[config.mk]
export PLATFORM = sky130hd
export DESIGN_NAME = fosr_host
export DESIGN_NICKNAME = d
export VERILOG_FILES = /design/src/inc/fosr_pkg.sv /design/src/logic/fosr_cycle.sv /design/src/logic/fosr_host.sv
export SDC_FILE = /design/constraint.sdc
export NUM_CORES = 1
export LEC_CHECK = 0
export ABC_AREA = 1
export BUFFER_PORTS_ARGS = -buffer_cell sky130_fd_sc_hd__buf_2
export CAP_MARGIN = 20
export CORE_MARGIN = 5
export CORE_UTILIZATION = 50
export CTS_BUF_LIST = sky130_fd_sc_hd__clkbuf_4 sky130_fd_sc_hd__clkbuf_8
export CTS_CLUSTER_DIAMETER = 30
export DETAILED_ROUTE_END_ITERATION = 7
export GPL_TIMING_DRIVEN = 0
export PLACE_DENSITY_LB_ADDON = 0.15
export SYNTH_ARGS = -nofsm -noshare
export SYNTH_HDL_FRONTEND = slang
export SYNTH_SLANG_ARGS = --single-unit
[constraint.sdc]
create_clock -name clock -period 2.9 [get_ports clock]
set_clock_uncertainty 0.2 [all_clocks]
set_input_delay 0.29 -clock clock [delete_from_list [all_inputs] [get_ports clock]]
set_output_delay 0.29 -clock clock [all_outputs]
set_load 0.1 [all_outputs]
[src/inc/fosr_pkg.sv]
// constants and types shared by the flash status polling controller
`default_nettype none
package fosr_pkg;
    // ------------------------------------------------------------------
    // clock and flash bus timing
    // ------------------------------------------------------------------
    localparam int CLK_PERIOD_NS = 25;
    localparam int T_ACC_NS      = 90;
    localparam int T_WP_NS       = 35;
    // least times round up to whole cycles
    localparam int RD_CYC = (T_ACC_NS + CLK_PERIOD_NS - 1) / CLK_PERIOD_NS;
    localparam int WP_CYC = (T_WP_NS + CLK_PERIOD_NS - 1) / CLK_PERIOD_NS;
    localparam int CNT_W  = 3;

    // ------------------------------------------------------------------
    // widths
    // ------------------------------------------------------------------
    localparam int FA_W = 22;
    localparam int FD_W = 8;
    localparam int SA_W = 8;
    localparam int SD_W = 32;

    // ------------------------------------------------------------------
    // software register map
    // ------------------------------------------------------------------
    localparam logic [SA_W-1:0] REG_CTRL = 8'h00;
    localparam logic [SA_W-1:0] REG_ADDR = 8'h04;
    localparam logic [SA_W-1:0] REG_DATA = 8'h08;
    localparam logic [SA_W-1:0] REG_STAT = 8'h0C;
    localparam logic [SA_W-1:0] REG_LAST = 8'h10;

    // control register: command field and abort bit
    localparam int CTRL_CMD_LO = 0;
    localparam int CTRL_ABORT  = 2;
    localparam logic [1:0] CMD_NONE      = 2'h0;
    localparam logic [1:0] CMD_POLL      = 2'h1;
    localparam logic [1:0] CMD_WRITE     = 2'h2;
    localparam logic [1:0] CMD_ERASE_ADD = 2'h3;

    // status register bits
    localparam int ST_BUSY    = 0;
    localparam int ST_DONE    = 1;
    localparam int ST_FAIL    = 2;
    localparam int ST_TIMEOUT = 3;
    localparam int ST_REJECT  = 4;
    localparam int ST_UNSURE  = 5;
    localparam int ST_READY   = 6;
    localparam int ST_ABORTED = 7;

    // flash status byte layout
    localparam int BIT_POLLING = 7;
    localparam int BIT_TOGGLE  = 6;
    localparam int BIT_TIMEOUT = 5;
    localparam int BIT_WINDOW  = 3;
    localparam int BIT_SECTOR  = 2;

    // reset command word, accepted at any address
    localparam logic [FD_W-1:0] FL_RESET_CMD  = 8'hF0;
    localparam logic [FA_W-1:0] FL_RESET_ADDR = 22'h000000;

    // reset values
    localparam logic [FA_W-1:0] ADDR_RST = 22'h000000;
    localparam logic [FD_W-1:0] DATA_RST = 8'h00;

    typedef enum logic [3:0] {
        S_IDLE = 4'h0,
        S_R1   = 4'h1,
        S_R2   = 4'h2,
        S_R3   = 4'h3,
        S_R4   = 4'h4,
        S_RST  = 4'h5,
        S_WR   = 4'h6,
        S_RA   = 4'h7,
        S_RB   = 4'h8
    } fosr_state_t;

    typedef enum logic [1:0] {
        C_IDLE = 2'h0,
        C_ACT  = 2'h1,
        C_REC  = 2'h2
    } fosr_cyc_t;
endpackage
`default_nettype wire

[src/logic/fosr_cycle.sv]
// one asynchronous flash bus cycle, read or write
`default_nettype none
module fosr_cycle
    import fosr_pkg::*;
(
    input  wire logic                     clock,
    input  wire logic                     rstn,
    input  wire logic                     start,
    input  wire logic                     is_write,
    input  wire logic [fosr_pkg::FA_W-1:0] addr,
    input  wire logic [fosr_pkg::FD_W-1:0] wdata,
    output logic                          done,
    output logic [fosr_pkg::FD_W-1:0]      rdata,
    output logic [fosr_pkg::FA_W-1:0]      fl_a,
    input  wire logic [fosr_pkg::FD_W-1:0] fl_dq_i,
    output logic [fosr_pkg::FD_W-1:0]      fl_dq_o,
    output logic                          fl_dq_oe,
    output logic                          fl_ce_n,
    output logic                          fl_oe_n,
    output logic                          fl_we_n
);
    import fosr_pkg::*;

    fosr_cyc_t              st_q,  st_d;
    logic [CNT_W-1:0]       cnt_q, cnt_d;
    logic                   wr_q,  wr_d;
    logic [FA_W-1:0]        a_q,   a_d;
    logic [FD_W-1:0]        wd_q,  wd_d;
    logic [FD_W-1:0]        rd_q,  rd_d;
    logic [CNT_W-1:0]       lim;

    always_comb begin
        st_d  = st_q;
        cnt_d = cnt_q;
        wr_d  = wr_q;
        a_d   = a_q;
        wd_d  = wd_q;
        rd_d  = rd_q;
        done  = 1'b0;
        lim   = wr_q ? CNT_W'(WP_CYC - 1) : CNT_W'(RD_CYC - 1);
        unique case (st_q)
            C_IDLE: begin
                if (start) begin
                    st_d  = C_ACT;
                    cnt_d = '0;
                    wr_d  = is_write;
                    a_d   = addr;
                    wd_d  = wdata;
                end
            end
            C_ACT: begin
                cnt_d = cnt_q + CNT_W'(1);
                if (cnt_q == lim) begin
                    st_d = C_REC;
                    if (!wr_q) begin
                        rd_d = fl_dq_i;
                    end
                end
            end
            C_REC: begin
                // strobes are high here, so every read ends with an edge
                done = 1'b1;
                st_d = C_IDLE;
            end
            default: st_d = C_IDLE;
        endcase
    end

    always_ff @(posedge clock) begin
        if (!rstn) begin
            st_q  <= C_IDLE;
            cnt_q <= '0;
            wr_q  <= 1'b0;
            a_q   <= ADDR_RST;
            wd_q  <= DATA_RST;
            rd_q  <= DATA_RST;
        end else begin
            st_q  <= st_d;
            cnt_q <= cnt_d;
            wr_q  <= wr_d;
            a_q   <= a_d;
            wd_q  <= wd_d;
            rd_q  <= rd_d;
        end
    end

    // a read is ended by both chip select and output strobe rising
    assign fl_ce_n  = (st_q != C_ACT);
    assign fl_oe_n  = !(st_q == C_ACT && !wr_q);
    assign fl_we_n  = !(st_q == C_ACT && wr_q);
    // data held through recovery so it meets hold after the write edge
    assign fl_dq_oe = wr_q && (st_q != C_IDLE);
    assign fl_dq_o  = wd_q;
    assign fl_a     = a_q;
    assign rdata    = rd_q;
endmodule
`default_nettype wire

[src/logic/fosr_host.sv]
// host controller that polls flash program and erase status
`default_nettype none
// Behaviour
// - host ends reads with output strobe and select rising together
// - host reads twice, compares toggle bit values
// - toggling with timeout set: recheck, then reset if still toggling
// - resumed polling restarts from its first step
// - host issues reset command after timeout failure
// - host checks window flag around added erases
module fosr_host
    import fosr_pkg::*;
(
    input  wire logic                     clock,
    input  wire logic                     rstn,
    input  wire logic [fosr_pkg::SA_W-1:0] sw_addr,
    input  wire logic [fosr_pkg::SD_W-1:0] sw_wdata,
    input  wire logic                     sw_wr,
    input  wire logic                     sw_rd,
    output logic [fosr_pkg::SD_W-1:0]      sw_rdata,
    output logic [fosr_pkg::FA_W-1:0]      fl_a,
    input  wire logic [fosr_pkg::FD_W-1:0] fl_dq_i,
    output logic [fosr_pkg::FD_W-1:0]      fl_dq_o,
    output logic                          fl_dq_oe,
    output logic                          fl_ce_n,
    output logic                          fl_oe_n,
    output logic                          fl_we_n,
    input  wire logic                     ready_busy_n_pin
);
    import fosr_pkg::*;

    // ------------------------------------------------------------------
    // state
    // ------------------------------------------------------------------
    fosr_state_t        st_q,   st_d;
    logic [1:0]         mode_q, mode_d;
    logic               pend_q, pend_d;
    logic               t1_q,   t1_d;
    logic [FD_W-1:0]    last_q, last_d;
    logic [FA_W-1:0]    addr_q, addr_d;
    logic [FD_W-1:0]    data_q, data_d;
    logic               done_q, done_d;
    logic               fail_q, fail_d;
    logic               to_q,   to_d;
    logic               rej_q,  rej_d;
    logic               uns_q,  uns_d;
    logic               abt_q,  abt_d;
    logic [SD_W-1:0]    rdat_q, rdat_d;

    logic               cyc_start;
    logic               cyc_wr;
    logic               cyc_done;
    logic [FA_W-1:0]    cyc_addr;
    logic [FD_W-1:0]    cyc_wdata;
    logic [FD_W-1:0]    rd;
    logic               ctrl_wr;
    logic [1:0]         cmd;
    logic [SD_W-1:0]    stat_word;

    // ------------------------------------------------------------------
    // flash bus cycle engine
    // ------------------------------------------------------------------
    assign cyc_start = (st_q != S_IDLE) && !pend_q;
    assign cyc_wr    = (st_q == S_WR) || (st_q == S_RST);
    assign cyc_addr  = (st_q == S_RST) ? FL_RESET_ADDR : addr_q;
    assign cyc_wdata = (st_q == S_RST) ? FL_RESET_CMD : data_q;

    fosr_cycle u_cycle (
        .clock    (clock),
        .rstn     (rstn),
        .start    (cyc_start),
        .is_write (cyc_wr),
        .addr     (cyc_addr),
        .wdata    (cyc_wdata),
        .done     (cyc_done),
        .rdata    (rd),
        .fl_a     (fl_a),
        .fl_dq_i  (fl_dq_i),
        .fl_dq_o  (fl_dq_o),
        .fl_dq_oe (fl_dq_oe),
        .fl_ce_n  (fl_ce_n),
        .fl_oe_n  (fl_oe_n),
        .fl_we_n  (fl_we_n)
    );

    assign ctrl_wr = sw_wr && (sw_addr == REG_CTRL);
    assign cmd     = sw_wdata[CTRL_CMD_LO +: 2];

    always_comb begin
        stat_word              = '0;
        stat_word[ST_BUSY]     = (st_q != S_IDLE);
        stat_word[ST_DONE]     = done_q;
        stat_word[ST_FAIL]     = fail_q;
        stat_word[ST_TIMEOUT]  = to_q;
        stat_word[ST_REJECT]   = rej_q;
        stat_word[ST_UNSURE]   = uns_q;
        // pulled-up shared line: low means some device is busy
        stat_word[ST_READY]    = ready_busy_n_pin;
        stat_word[ST_ABORTED]  = abt_q;
    end

    // ------------------------------------------------------------------
    // sequencing
    // ------------------------------------------------------------------
    always_comb begin
        st_d   = st_q;
        mode_d = mode_q;
        pend_d = pend_q;
        t1_d   = t1_q;
        last_d = last_q;
        addr_d = addr_q;
        data_d = data_q;
        done_d = done_q;
        fail_d = fail_q;
        to_d   = to_q;
        rej_d  = rej_q;
        uns_d  = uns_q;
        abt_d  = abt_q;

        if (cyc_start) begin
            pend_d = 1'b1;
        end else if (cyc_done) begin
            pend_d = 1'b0;
        end
        if (cyc_done && !cyc_wr) begin
            last_d = rd;
        end

        // address and data only change while idle
        if (sw_wr && st_q == S_IDLE && sw_addr == REG_ADDR) begin
            addr_d = sw_wdata[FA_W-1:0];
        end
        if (sw_wr && st_q == S_IDLE && sw_addr == REG_DATA) begin
            data_d = sw_wdata[FD_W-1:0];
        end
        if (ctrl_wr && sw_wdata[CTRL_ABORT] && st_q != S_IDLE) begin
            abt_d = 1'b1;
        end

        unique case (st_q)
            S_IDLE: begin
                if (ctrl_wr && cmd != CMD_NONE) begin
                    mode_d = cmd;
                    done_d = 1'b0;
                    fail_d = 1'b0;
                    to_d   = 1'b0;
                    rej_d  = 1'b0;
                    uns_d  = 1'b0;
                    abt_d  = 1'b0;
                    unique case (cmd)
                        CMD_POLL:  st_d = S_R1;
                        CMD_WRITE: st_d = S_WR;
                        default:   st_d = S_RA;
                    endcase
                end
            end
            S_R1: begin
                if (cyc_done) begin
                    t1_d = rd[BIT_TOGGLE];
                    st_d = S_R2;
                end
            end
            S_R2: begin
                if (cyc_done) begin
                    if (rd[BIT_TOGGLE] == t1_q) begin
                        // toggle stopped: operation is over
                        st_d   = S_IDLE;
                        done_d = 1'b1;
                    end else if (rd[BIT_TIMEOUT]) begin
                        to_d = 1'b1;
                        st_d = S_R3;
                    end else if (abt_q || abt_d) begin
                        // a later poll starts again from the first read
                        st_d = S_IDLE;
                    end else begin
                        st_d = S_R1;
                    end
                end
            end
            S_R3: begin
                if (cyc_done) begin
                    t1_d = rd[BIT_TOGGLE];
                    st_d = S_R4;
                end
            end
            S_R4: begin
                if (cyc_done) begin
                    if (rd[BIT_TOGGLE] == t1_q) begin
                        // stopped just as the timeout rose: success
                        st_d   = S_IDLE;
                        done_d = 1'b1;
                    end else begin
                        fail_d = 1'b1;
                        st_d   = S_RST;
                    end
                end
            end
            S_RST: begin
                if (cyc_done) begin
                    st_d   = S_IDLE;
                    done_d = 1'b1;
                end
            end
            S_WR: begin
                if (cyc_done) begin
                    if (mode_q == CMD_ERASE_ADD) begin
                        st_d = S_RB;
                    end else begin
                        st_d   = S_IDLE;
                        done_d = 1'b1;
                    end
                end
            end
            S_RA: begin
                if (cyc_done) begin
                    if (rd[BIT_WINDOW]) begin
                        // erase already running: extra sector is refused
                        rej_d  = 1'b1;
                        st_d   = S_IDLE;
                        done_d = 1'b1;
                    end else begin
                        st_d = S_WR;
                    end
                end
            end
            S_RB: begin
                if (cyc_done) begin
                    // window closed right after: command may be lost
                    uns_d  = rd[BIT_WINDOW];
                    st_d   = S_IDLE;
                    done_d = 1'b1;
                end
            end
            default: st_d = S_IDLE;
        endcase
    end

    // ------------------------------------------------------------------
    // software read port, data one cycle after the strobe
    // ------------------------------------------------------------------
    always_comb begin
        rdat_d = '0;
        if (sw_rd) begin
            unique case (sw_addr)
                REG_CTRL: rdat_d = SD_W'(mode_q);
                REG_ADDR: rdat_d = SD_W'(addr_q);
                REG_DATA: rdat_d = SD_W'(data_q);
                REG_STAT: rdat_d = stat_word;
                REG_LAST: rdat_d = SD_W'(last_q);
                default:  rdat_d = '0;
            endcase
        end
    end

    always_ff @(posedge clock) begin
        if (!rstn) begin
            st_q   <= S_IDLE;
            mode_q <= CMD_NONE;
            pend_q <= 1'b0;
            t1_q   <= 1'b0;
            last_q <= DATA_RST;
            addr_q <= ADDR_RST;
            data_q <= DATA_RST;
            done_q <= 1'b0;
            fail_q <= 1'b0;
            to_q   <= 1'b0;
            rej_q  <= 1'b0;
            uns_q  <= 1'b0;
            abt_q  <= 1'b0;
            rdat_q <= '0;
        end else begin
            st_q   <= st_d;
            mode_q <= mode_d;
            pend_q <= pend_d;
            t1_q   <= t1_d;
            last_q <= last_d;
            addr_q <= addr_d;
            data_q <= data_d;
            done_q <= done_d;
            fail_q <= fail_d;
            to_q   <= to_d;
            rej_q  <= rej_d;
            uns_q  <= uns_d;
            abt_q  <= abt_d;
            rdat_q <= rdat_d;
        end
    end

    assign sw_rdata = rdat_q;
endmodule
`default_nettype wire

== Word-level counts from Yosys, hierarchy flattened ==
Index checks and enable logic that the tools add are counted.
Cells by class
  add/sub/neg operators: 1
  reductions and logical operators: 48
  eq/ne operators: 38
  multiplexer cells: 50
  bitwise logic cells: 1
Operator list (number)
  case mux 22 bit (5 select lines): 1
  2-to-1 mux 4 bit: 9
  case mux 4 bit (8 select lines): 1
  2-to-1 mux 22 bit: 1
  inequality test 2 bit, second input constant: 11
  2-to-1 mux 1 bit: 21
  == test 4 x 3 -> 1 bit, second input constant: 4
  == test 8 x 4 -> 1 bit, second input constant: 2
  inequality test 2 x 1 -> 1 bit, second input constant: 8
  nonzero test 2 bit: 8
  logical AND 1 bit: 12
  case mux 3 bit (2 select lines): 2
  AND reduction 2 bit: 6
  2-to-1 mux 2 bit: 5
  2-to-1 mux 3 bit: 3
  AND reduction 9 bit: 1
  == test 4 x 2 -> 1 bit, second input constant: 2
  == test 8 x 3 -> 1 bit, second input constant: 1
  == test 8 x 5 -> 1 bit, second input constant: 1
  zero test 8 bit: 1
  2-to-1 mux 8 bit: 1
  case mux 1 bit (2 select lines): 4
  AND reduction 4 bit: 2
  AND reduction 8 bit: 1
  19 further kinds: 30
Storage, ports and cells
  word-level logic and storage cells: 158
  output and inout bits: 66
  input bits: 53
  register bits after elaboration: 128

== Logic depth before layout (Yosys ltp) ==
Gate-level depths: netlist of run 1.
  depth after elaboration: 11
  depth in mapped cells: 10
  depth with buffers taken out: 9

== Cells and area by module ==
Synthesis of run 1 repeated with hierarchy kept, for this count alone.
Second synthesis, totals
  cell total of the unflattened synthesis: 679
  area total of the unflattened synthesis: 5031.1 um2
By module, submodules not included
  fosr_host: area an instance 3343.2 um2, times used 1, cells each 453, seq. area each 1481.4 um2
  fosr_cycle: area an instance 1687.9 um2, times used 1, cells each 226, seq. area each 880.8 um2

== Worst setup path after synthesis of run 1 ==
Ideal clock, no wire load.
  path kind: register -> output
  start: reg u_cycle.st_q[1]
  end: out fl_we_n
  stages on the path, launching flop included: 5
  buffers on the path: 0
  setup slack: 408 ps
  data arrival time: 2002 ps
  cell sequence: dfxtp_1 -> inv_1 -> nand2_1 -> inv_1 -> nand2_1
Between the ends
  word-level cells in the longest chain between the ends: 3
RTL lines
  from (decl): line fosr_cycle.sv:24  | fosr_cyc_t st_q, st_d;
  from (signal assigned): line fosr_cycle.sv:78  | st_q <= st_d;
  == test 2 x 1 -> 1 bit: line fosr_cycle.sv:90  | assign fl_we_n = !(st_q == C_ACT && wr_q);
  logical AND 1 bit: line fosr_cycle.sv:90
  zero test 1 bit: line fosr_cycle.sv:90
  to (decl): line fosr_host.sv:26  | output logic fl_we_n,
Every way passes these cells.

== Worst setup path in the final report of run 1 ==
Ends and elaborated chain as after synthesis.

==> summary.txt, run 1 <==
Placeable Area: 9680 sq um
Largest net degree at the start of global routing: 17
Final Max Slew Viols: 0
Max-slew headroom: 54.7%
Clock Path Buffers: 2
Yosys Warn Count: 0
P&R area growth vs syn: 29.7%
NetSw: 1.39 mW
Ys async rst share: 0%
Count of final setup violators: 0
GRT Util Overall: 24.4%
CTS tree: done
Post-DP HPWL: 10.5 mm
Top_reg_cell synth: dfxtp_1
Yosys cell types: 42
# clock sinks: 118
Unrepaired setup endpoints after global routing: false
Placer Congestion: 0.903
Die width: 109 microns
Hold EP: addr_q[0]
PD cells: 686 nW/um^2
# IOs: 119
Worst Tran Pin Value: 680 ps
Port Buffers: 97
Clock group share of total power: 40.6%
PnR Total Power: 4.37 mW
Fin util: 65.8%
Final Cycle Share: 72.4%
Post-synth EDFFs: 0
Xor/xnor cell area share of the yosys netlist: 0%
Reg2Reg Depth: 8
Startpoint Class: flip-flop
Die ar.: 11900 sq um
Yosys top cell area share: 48.1%
Setup ws final: 802 ps
Sequential share of the synthesized area: 48.1%
DR iter-0 viols: 357
Final min period: 2100 ps
Top cells by count, synth: 118 x dfxtp_1, 100 x nand2_1, 76 x a21oi_1
Most frequent cell after synthesis: dfxtp_1
CTS clock-pin slew for the worst setup and hold paths: 70 ps
Initial antenna violation count: 0
Final Hold Vio Count: 0
Fraction of layout cells with a size suffix above 1: 23.3%
Syn Area/Cell: 7.62 sq um
Adder-Cell Fraction of Synth Area: 0.255%
Die H: 109 microns
CP Data Arrival Time: 1610 ps
Vias in the first global route: 4622
FF-to-FF setup slack: 1080 ps
Kind of critical path: flip-flop to output pin
Max rail drop VDD: 0.400 mV
Synth Register Bits: 118
Inserted Diodes: 0
FF-to-FF Start: st_q[0]
# rows: 36
Aggregate routed wire length: 14.4 mm
Synth Cell Area: 4910 sq um
Max FO, Critical Path: 6
Pre-CTS setup slack: 979 ps
Endpoint class of the critical path: output pin
Comb power frac: 20.3%
Cells after synthesis: 644
Hold path cells: 3
Initial Utilization: 50.7%
Num CTS Buffers: 17
Multiplexer area fraction after synthesis: 0%
FILL cells: 850
DR vias/cell: 5.14
Status: finished, final reports clean
Antenna viol nets, final: 0
Total of max-cap violations: 0
HP Start: sw_wdata[0]
First-pass GRT wire length: 22.1 mm
Detailed-route via count: 4853
Congestion Overflow GR: 0
Reg power frac: 39.1%
Area leader, netlist: dfxtp_1
Setup_tns: 0 ps
Main combinational cell family by area after synthesis: simple AND/OR/NAND/NOR gates
NumNets Final: 853
Clock latency at the later pin of the worst-skew pair: 440 ps
H-tree Lvls: 4
1st-pass router iterations: 5
Final std cells w/o fill: 945
Complex-gate fraction of the synthesized area: 16.6%
Avg WL per Cell: 15.2 microns
Worst min path class: input pin to flip-flop
CTS Root Buffer Type: clkbuf_8
Synth area leaders: dfxtp_1 48%, a21oi_1 7.7%, nand2_1 7.6%
Sw Share: 31.7%
Max Fclk: 477 MHz
Cells after DPL: 883
Power Internal: 2.98 mW
Leakage power total: 2.68 nW
Worst R2R End: u_cycle.fl_dq_o[5]
DRC viols: 0
Simple-gate share of the synthesized area: 24.9%
Worst path required time: 2410 ps
sequential cells by signal, indices dropped and copies added, names as in the netlist, 2 cells and up:
register,flops
addr_q,22
sw_rdata,22
u_cycle.fl_a,22
data_q,8
last_q,8
u_cycle.fl_dq_o,8
u_cycle.rdata,8
st_q,4
u_cycle.cnt_q,3
mode_q,2
u_cycle.st_q,2
stage by stage:
stage	cell area, sq um	hold WS (ps)
after floorplan	4940	225
after global placement	5600	244
after detailed placement	5600	248
after CTS	6360	2.68
after global routing	6370	13.4
final	6370	11.8
what timing repair did:
action | 4_1_cts | 5_1_grt
resized for setup | 0 | 0
hold endpoints to repair | 35 | 1
setup buffers | 0 | 0
hold buffers | 29 | 1
how the worst max path moves through the flow:
stage / end / startpoint / slack [ps]
detailed placement: sw_rdata[4] / sw_addr[7] / 980
finish: fl_we_n / u_cycle.st_q[1] / 800
global placement: sw_rdata[3] / sw_addr[7] / 960
global route: fl_we_n / u_cycle.st_q[1] / 670
CTS: fl_we_n / u_cycle.st_q[1] / 800
floorplan: fl_we_n / u_cycle.st_q[1] / 410
kinds of logic after synthesis:
kind of cell / after synthesis
other cells: 1
simple gates: 262
flops: 118
fa+ha+maj: 1
compound gates: 155
buf+inv: 107
worst max-delay path: stages, from the launching register on:
cell and delay (ps):
dfxtp_1 350, inv_1 50, nand2_1 150, inv_1 130, nand2_1 80, buf_2 420
final cells by class:
type	count	area [sq um]	share of cell area, %
Buffer	38	230	3.61
Clock buffer	19	255	4.01
Clock inverter	13	219	3.44
Inverter	69	264	4.14
Multi-Input combinational cell	428	2090	32.8
Sequential cell	118	2360	37.1
Tap cell	133	166	2.61
Timing Repair Buffer	127	786	12.3
metal layers:
metal | up-vias | wire, microns | track usage, % | part of all wire, %
met3 | 53 | 865 | 5.21 | 6.0
li1 | 2416 | - | - | -
met5 | - | 0 | 0 | 0
met1 | 2197 | 5950 | 28.6 | 41
met2 | 187 | 6770 | 41.2 | 47
met4 | 0 | 775 | 13.8 | 5.4
placed cells by master, fill, tap and decap left out, drive strengths merged:
cell type,netlist,final
clkbuf,12,31
nor3,19,19
nor4,2,2
ha,1,1
o22ai,7,7
o21ai,63,63
a21oi,78,78
o21a,1,1
a31oi,2,2
dlygate4sd3,0,30
conb,1,10
nand3b,1,1
clkinv,1,5
o31ai,1,1
nand2,109,109
dfxtp,118,118
nor3b,1,1
a211oi,1,1
and3b,1,1
buf,26,123
o211ai,1,1
inv,68,71
nor2,77,77
bufinv,0,5
nand4,3,3
nand3,49,49
clkinvlp,0,1
o21bai,1,1
power groups by stage:
stage / logic (mW) / registers, mW / clock network (mW)
CTS: 0.882 / 1.71 / 1.78
floorplan: 0.585 / 1.82 / 0
detailed placement: 0.846 / 1.75 / 0
finish: 0.887 / 1.71 / 1.77
global route: 0.959 / 1.71 / 1.87
global placement: 0.837 / 1.74 / 0
(Power assumes the default switching activity.)
==> run 2, diff against run 1 <==
==> constraint.sdc (replaced) <==
create_clock -name clock -period 1.8 [get_ports clock]
set_clock_uncertainty 0.2 [all_clocks]
set_input_delay 0.18 -clock clock [delete_from_list [all_inputs] [get_ports clock]]
set_output_delay 0.18 -clock clock [all_outputs]
set_load 0.1 [all_outputs]
==> run 2 against run 1 <==
Against the previous run:
- hold slack gained 46 ps
- sequential share of layout area down 0.59 points
- combinational power up 76%
- clock power increased by 45%
- die area unchanged
- highest routed layer unchanged
- count of clock-buffer cells in the layout up 1
- via count increased by 0.54%
- critical path depth unchanged
- global-route usage shrank 0.23 points
- non-clock buffer count increased by 9
==> summary.txt, run 2 (synthesis gave the netlist of run 1 again) <==
CTS clock-pin slew for the worst setup and hold paths: 70 ps (about the same)
P&R area growth vs syn: 32.3% (was 29.7%)
Reg2Reg Depth: 9 (was 8)
Antenna viol nets, final: 0 (unchanged)
Vias in the first global route: 4477 (was 4622)
Inserted Diodes: 0 (unchanged)
Fraction of layout cells with a size suffix above 1: 26.1% (was 23.3%)
CTS tree: done (unchanged)
Endpoint class of the critical path: output pin (unchanged)
DR iter-0 viols: 403 (was 357)
Max Fclk: 562 MHz
Max FO, Critical Path: 6 (unchanged)
Count of final setup violators: 0 (unchanged)
Storage element area: 2370 sq um (was 2360 sq um)
PD cells: 1060 nW/um^2 (was 686 nW/um^2)
First-pass GRT wire length: 21.9 mm (was 22.1 mm)
Worst path required time: 1420 ps (was 2410 ps)
Placer Congestion: 0.880 (was 0.903)
Final Hold Vio Count: 0 (unchanged)
Max-slew headroom: 48.5% (was 54.7%)
Leakage power total: 2.72 nW (was 2.68 nW)
Setup ws final: 19.6 ps (was 802 ps)
Die width: 109 microns (unchanged)
Detailed-route via count: 4879 (was 4853)
Placeable Area: 9680 sq um (unchanged)
Post-DP HPWL: 10.5 mm (about the same)
Final std cells w/o fill: 953 (was 945)
Startpoint Class: flip-flop (unchanged)
Final min period: 1780 ps
Status: finished, final reports clean (unchanged)
Initial antenna violation count: 0 (unchanged)
Commonest cells after routing, fill and taps aside: 113 x dfxtp_1, 100 x buf_2, 96 x nand2_1, 75 x a21oi_1, 66 x nor2_1 (was 118 x dfxtp_1, 104 x buf_2, 100 x nand2_1, 76 x a21oi_1, 71 x nor2_1)
DRC viols: 0 (unchanged)
Clock Path Buffers: 2 (unchanged)
Cells after DPL: 883 (unchanged)
Clock latency at the later pin of the worst-skew pair: 440 ps (about the same)
Kind of critical path: flip-flop to output pin (unchanged)
PnR Total Power: 6.89 mW (was 4.37 mW)
CTS Root Buffer Type: clkbuf_8 (unchanged)
Worst Tran Pin Value: 772 ps (was 680 ps)
# IOs: 119 (unchanged)
Initial Utilization: 50.7% (unchanged)
GRT Util Overall: 24.2% (was 24.4%)
Port Buffers: 97 (unchanged)
Die H: 109 microns (unchanged)
NumNets Final: 862 (was 853)
Final Cycle Share: 98.9%
Total of max-cap violations: 0 (unchanged)
Hold path cells: 5 (was 3)
Num CTS Buffers: 17 (unchanged)
Unrepaired setup endpoints after global routing: true (was false)
Setup_tns: 0 ps (unchanged)
H-tree Lvls: 4 (unchanged)
Largest net degree at the start of global routing: 17 (unchanged)
Final Max Slew Viols: 0 (unchanged)
Avg WL per Cell: 15.0 microns (was 15.2 microns)
Congestion Overflow GR: 0 (unchanged)
DR vias/cell: 5.12 (was 5.14)
Die ar.: 11900 sq um (unchanged)
Most common cell after layout, fill and taps aside: dfxtp_1 (unchanged)
Worst min path class: input pin to flip-flop (unchanged)
CP Data Arrival Time: 1400 ps (was 1610 ps)
# clock sinks: 118 (unchanged)
# rows: 36 (unchanged)
Hold WS: 58.1 ps (was 11.8 ps)
FILL cells: 850 (unchanged)
Multi-input gate area: 2130 sq um (was 2090 sq um)
Aggregate routed wire length: 14.3 mm (was 14.4 mm)
Max rail drop VDD: 0.652 mV (was 0.400 mV)
1st-pass router iterations: 6 (was 5)
Pre-CTS setup slack: -48.4 ps (was 979 ps)
[run 2: changes by cell type in the layout (fill, tap and decap cells not counted), moves of 3 or more]
| cell | change |
|---|---|
| buf_2 | -4 |
| dfxtp_1 | -5 |
| dlygate4sd3_1 | +3 |
| nor2_1 | -5 |
| clkinv_4 | -4 |
| nor2_2 | +5 |
| buf_4 | +4 |
| dfxtp_2 | +4 |
| buf_6 | +5 |
| nand2_1 | -4 |
| clkinvlp_4 | +4 |
| nand2_2 | +3 |
[run 2: what timing repair did]
item                       CTS  global route
setup buffers                0             5
pin swaps                    0             3
setup endpoints to repair    8            73
cloned                       0             1
hold endpoints to repair    48             0
resized for setup            7            29
hold buffers                33             0
[run 2: path summary, 6_finish.rpt]
kind                   start         end  slack [ps]
min               sw_addr[2]   data_q[7]          60
min reg2reg        last_q[5]   last_q[5]         260
max          u_cycle.st_q[1]     fl_oe_n          20
max reg2reg          st_q[1]  addr_q[10]          60
[run 2: layout make-up]
type | instances | share of cell area, %
sequential | 118 | 36.5
multi-input combinational | 428 | 32.7
timing repair buffer | 136 | 13.7
clock buffer | 20 | 4.24
inverter | 69 | 4.20
buffer | 38 | 3.83
tap | 133 | 2.56
clock inverter | 11 | 2.27
[run 2: where the power goes]
group | switching [mW] | internal (mW)
logic | 1.08 | 0.478
clock network | 1.09 | 1.47
registers | 0.0689 | 2.70
[run 2: worst max-delay path, stage by stage (launching register included)]
cell	delay (ps)
dfxtp_1	330
inv_1	90
nand2_4	70
nor2_2	160
clkinvlp_4	120
buf_6	190
[run 2: metrics by stage]
step	area [sq um]	util, %
CTS	6380	65.9
global route	6500	67.1
floorplan	4960	-
global placement	5610	57.9
finish	6500	67.1
detailed placement	5610	57.9
[run 2: routing by layer]
metal	share of wire [%]	routed length (microns)	vias to the layer above	track usage [%]
met1	45	6490	2260	32.8
met4	1.8	254	0	9.29
met3	6.6	944	27	5.86
li1	-	-	2418	-
met5	0	0	-	0
met2	46	6640	174	37.2
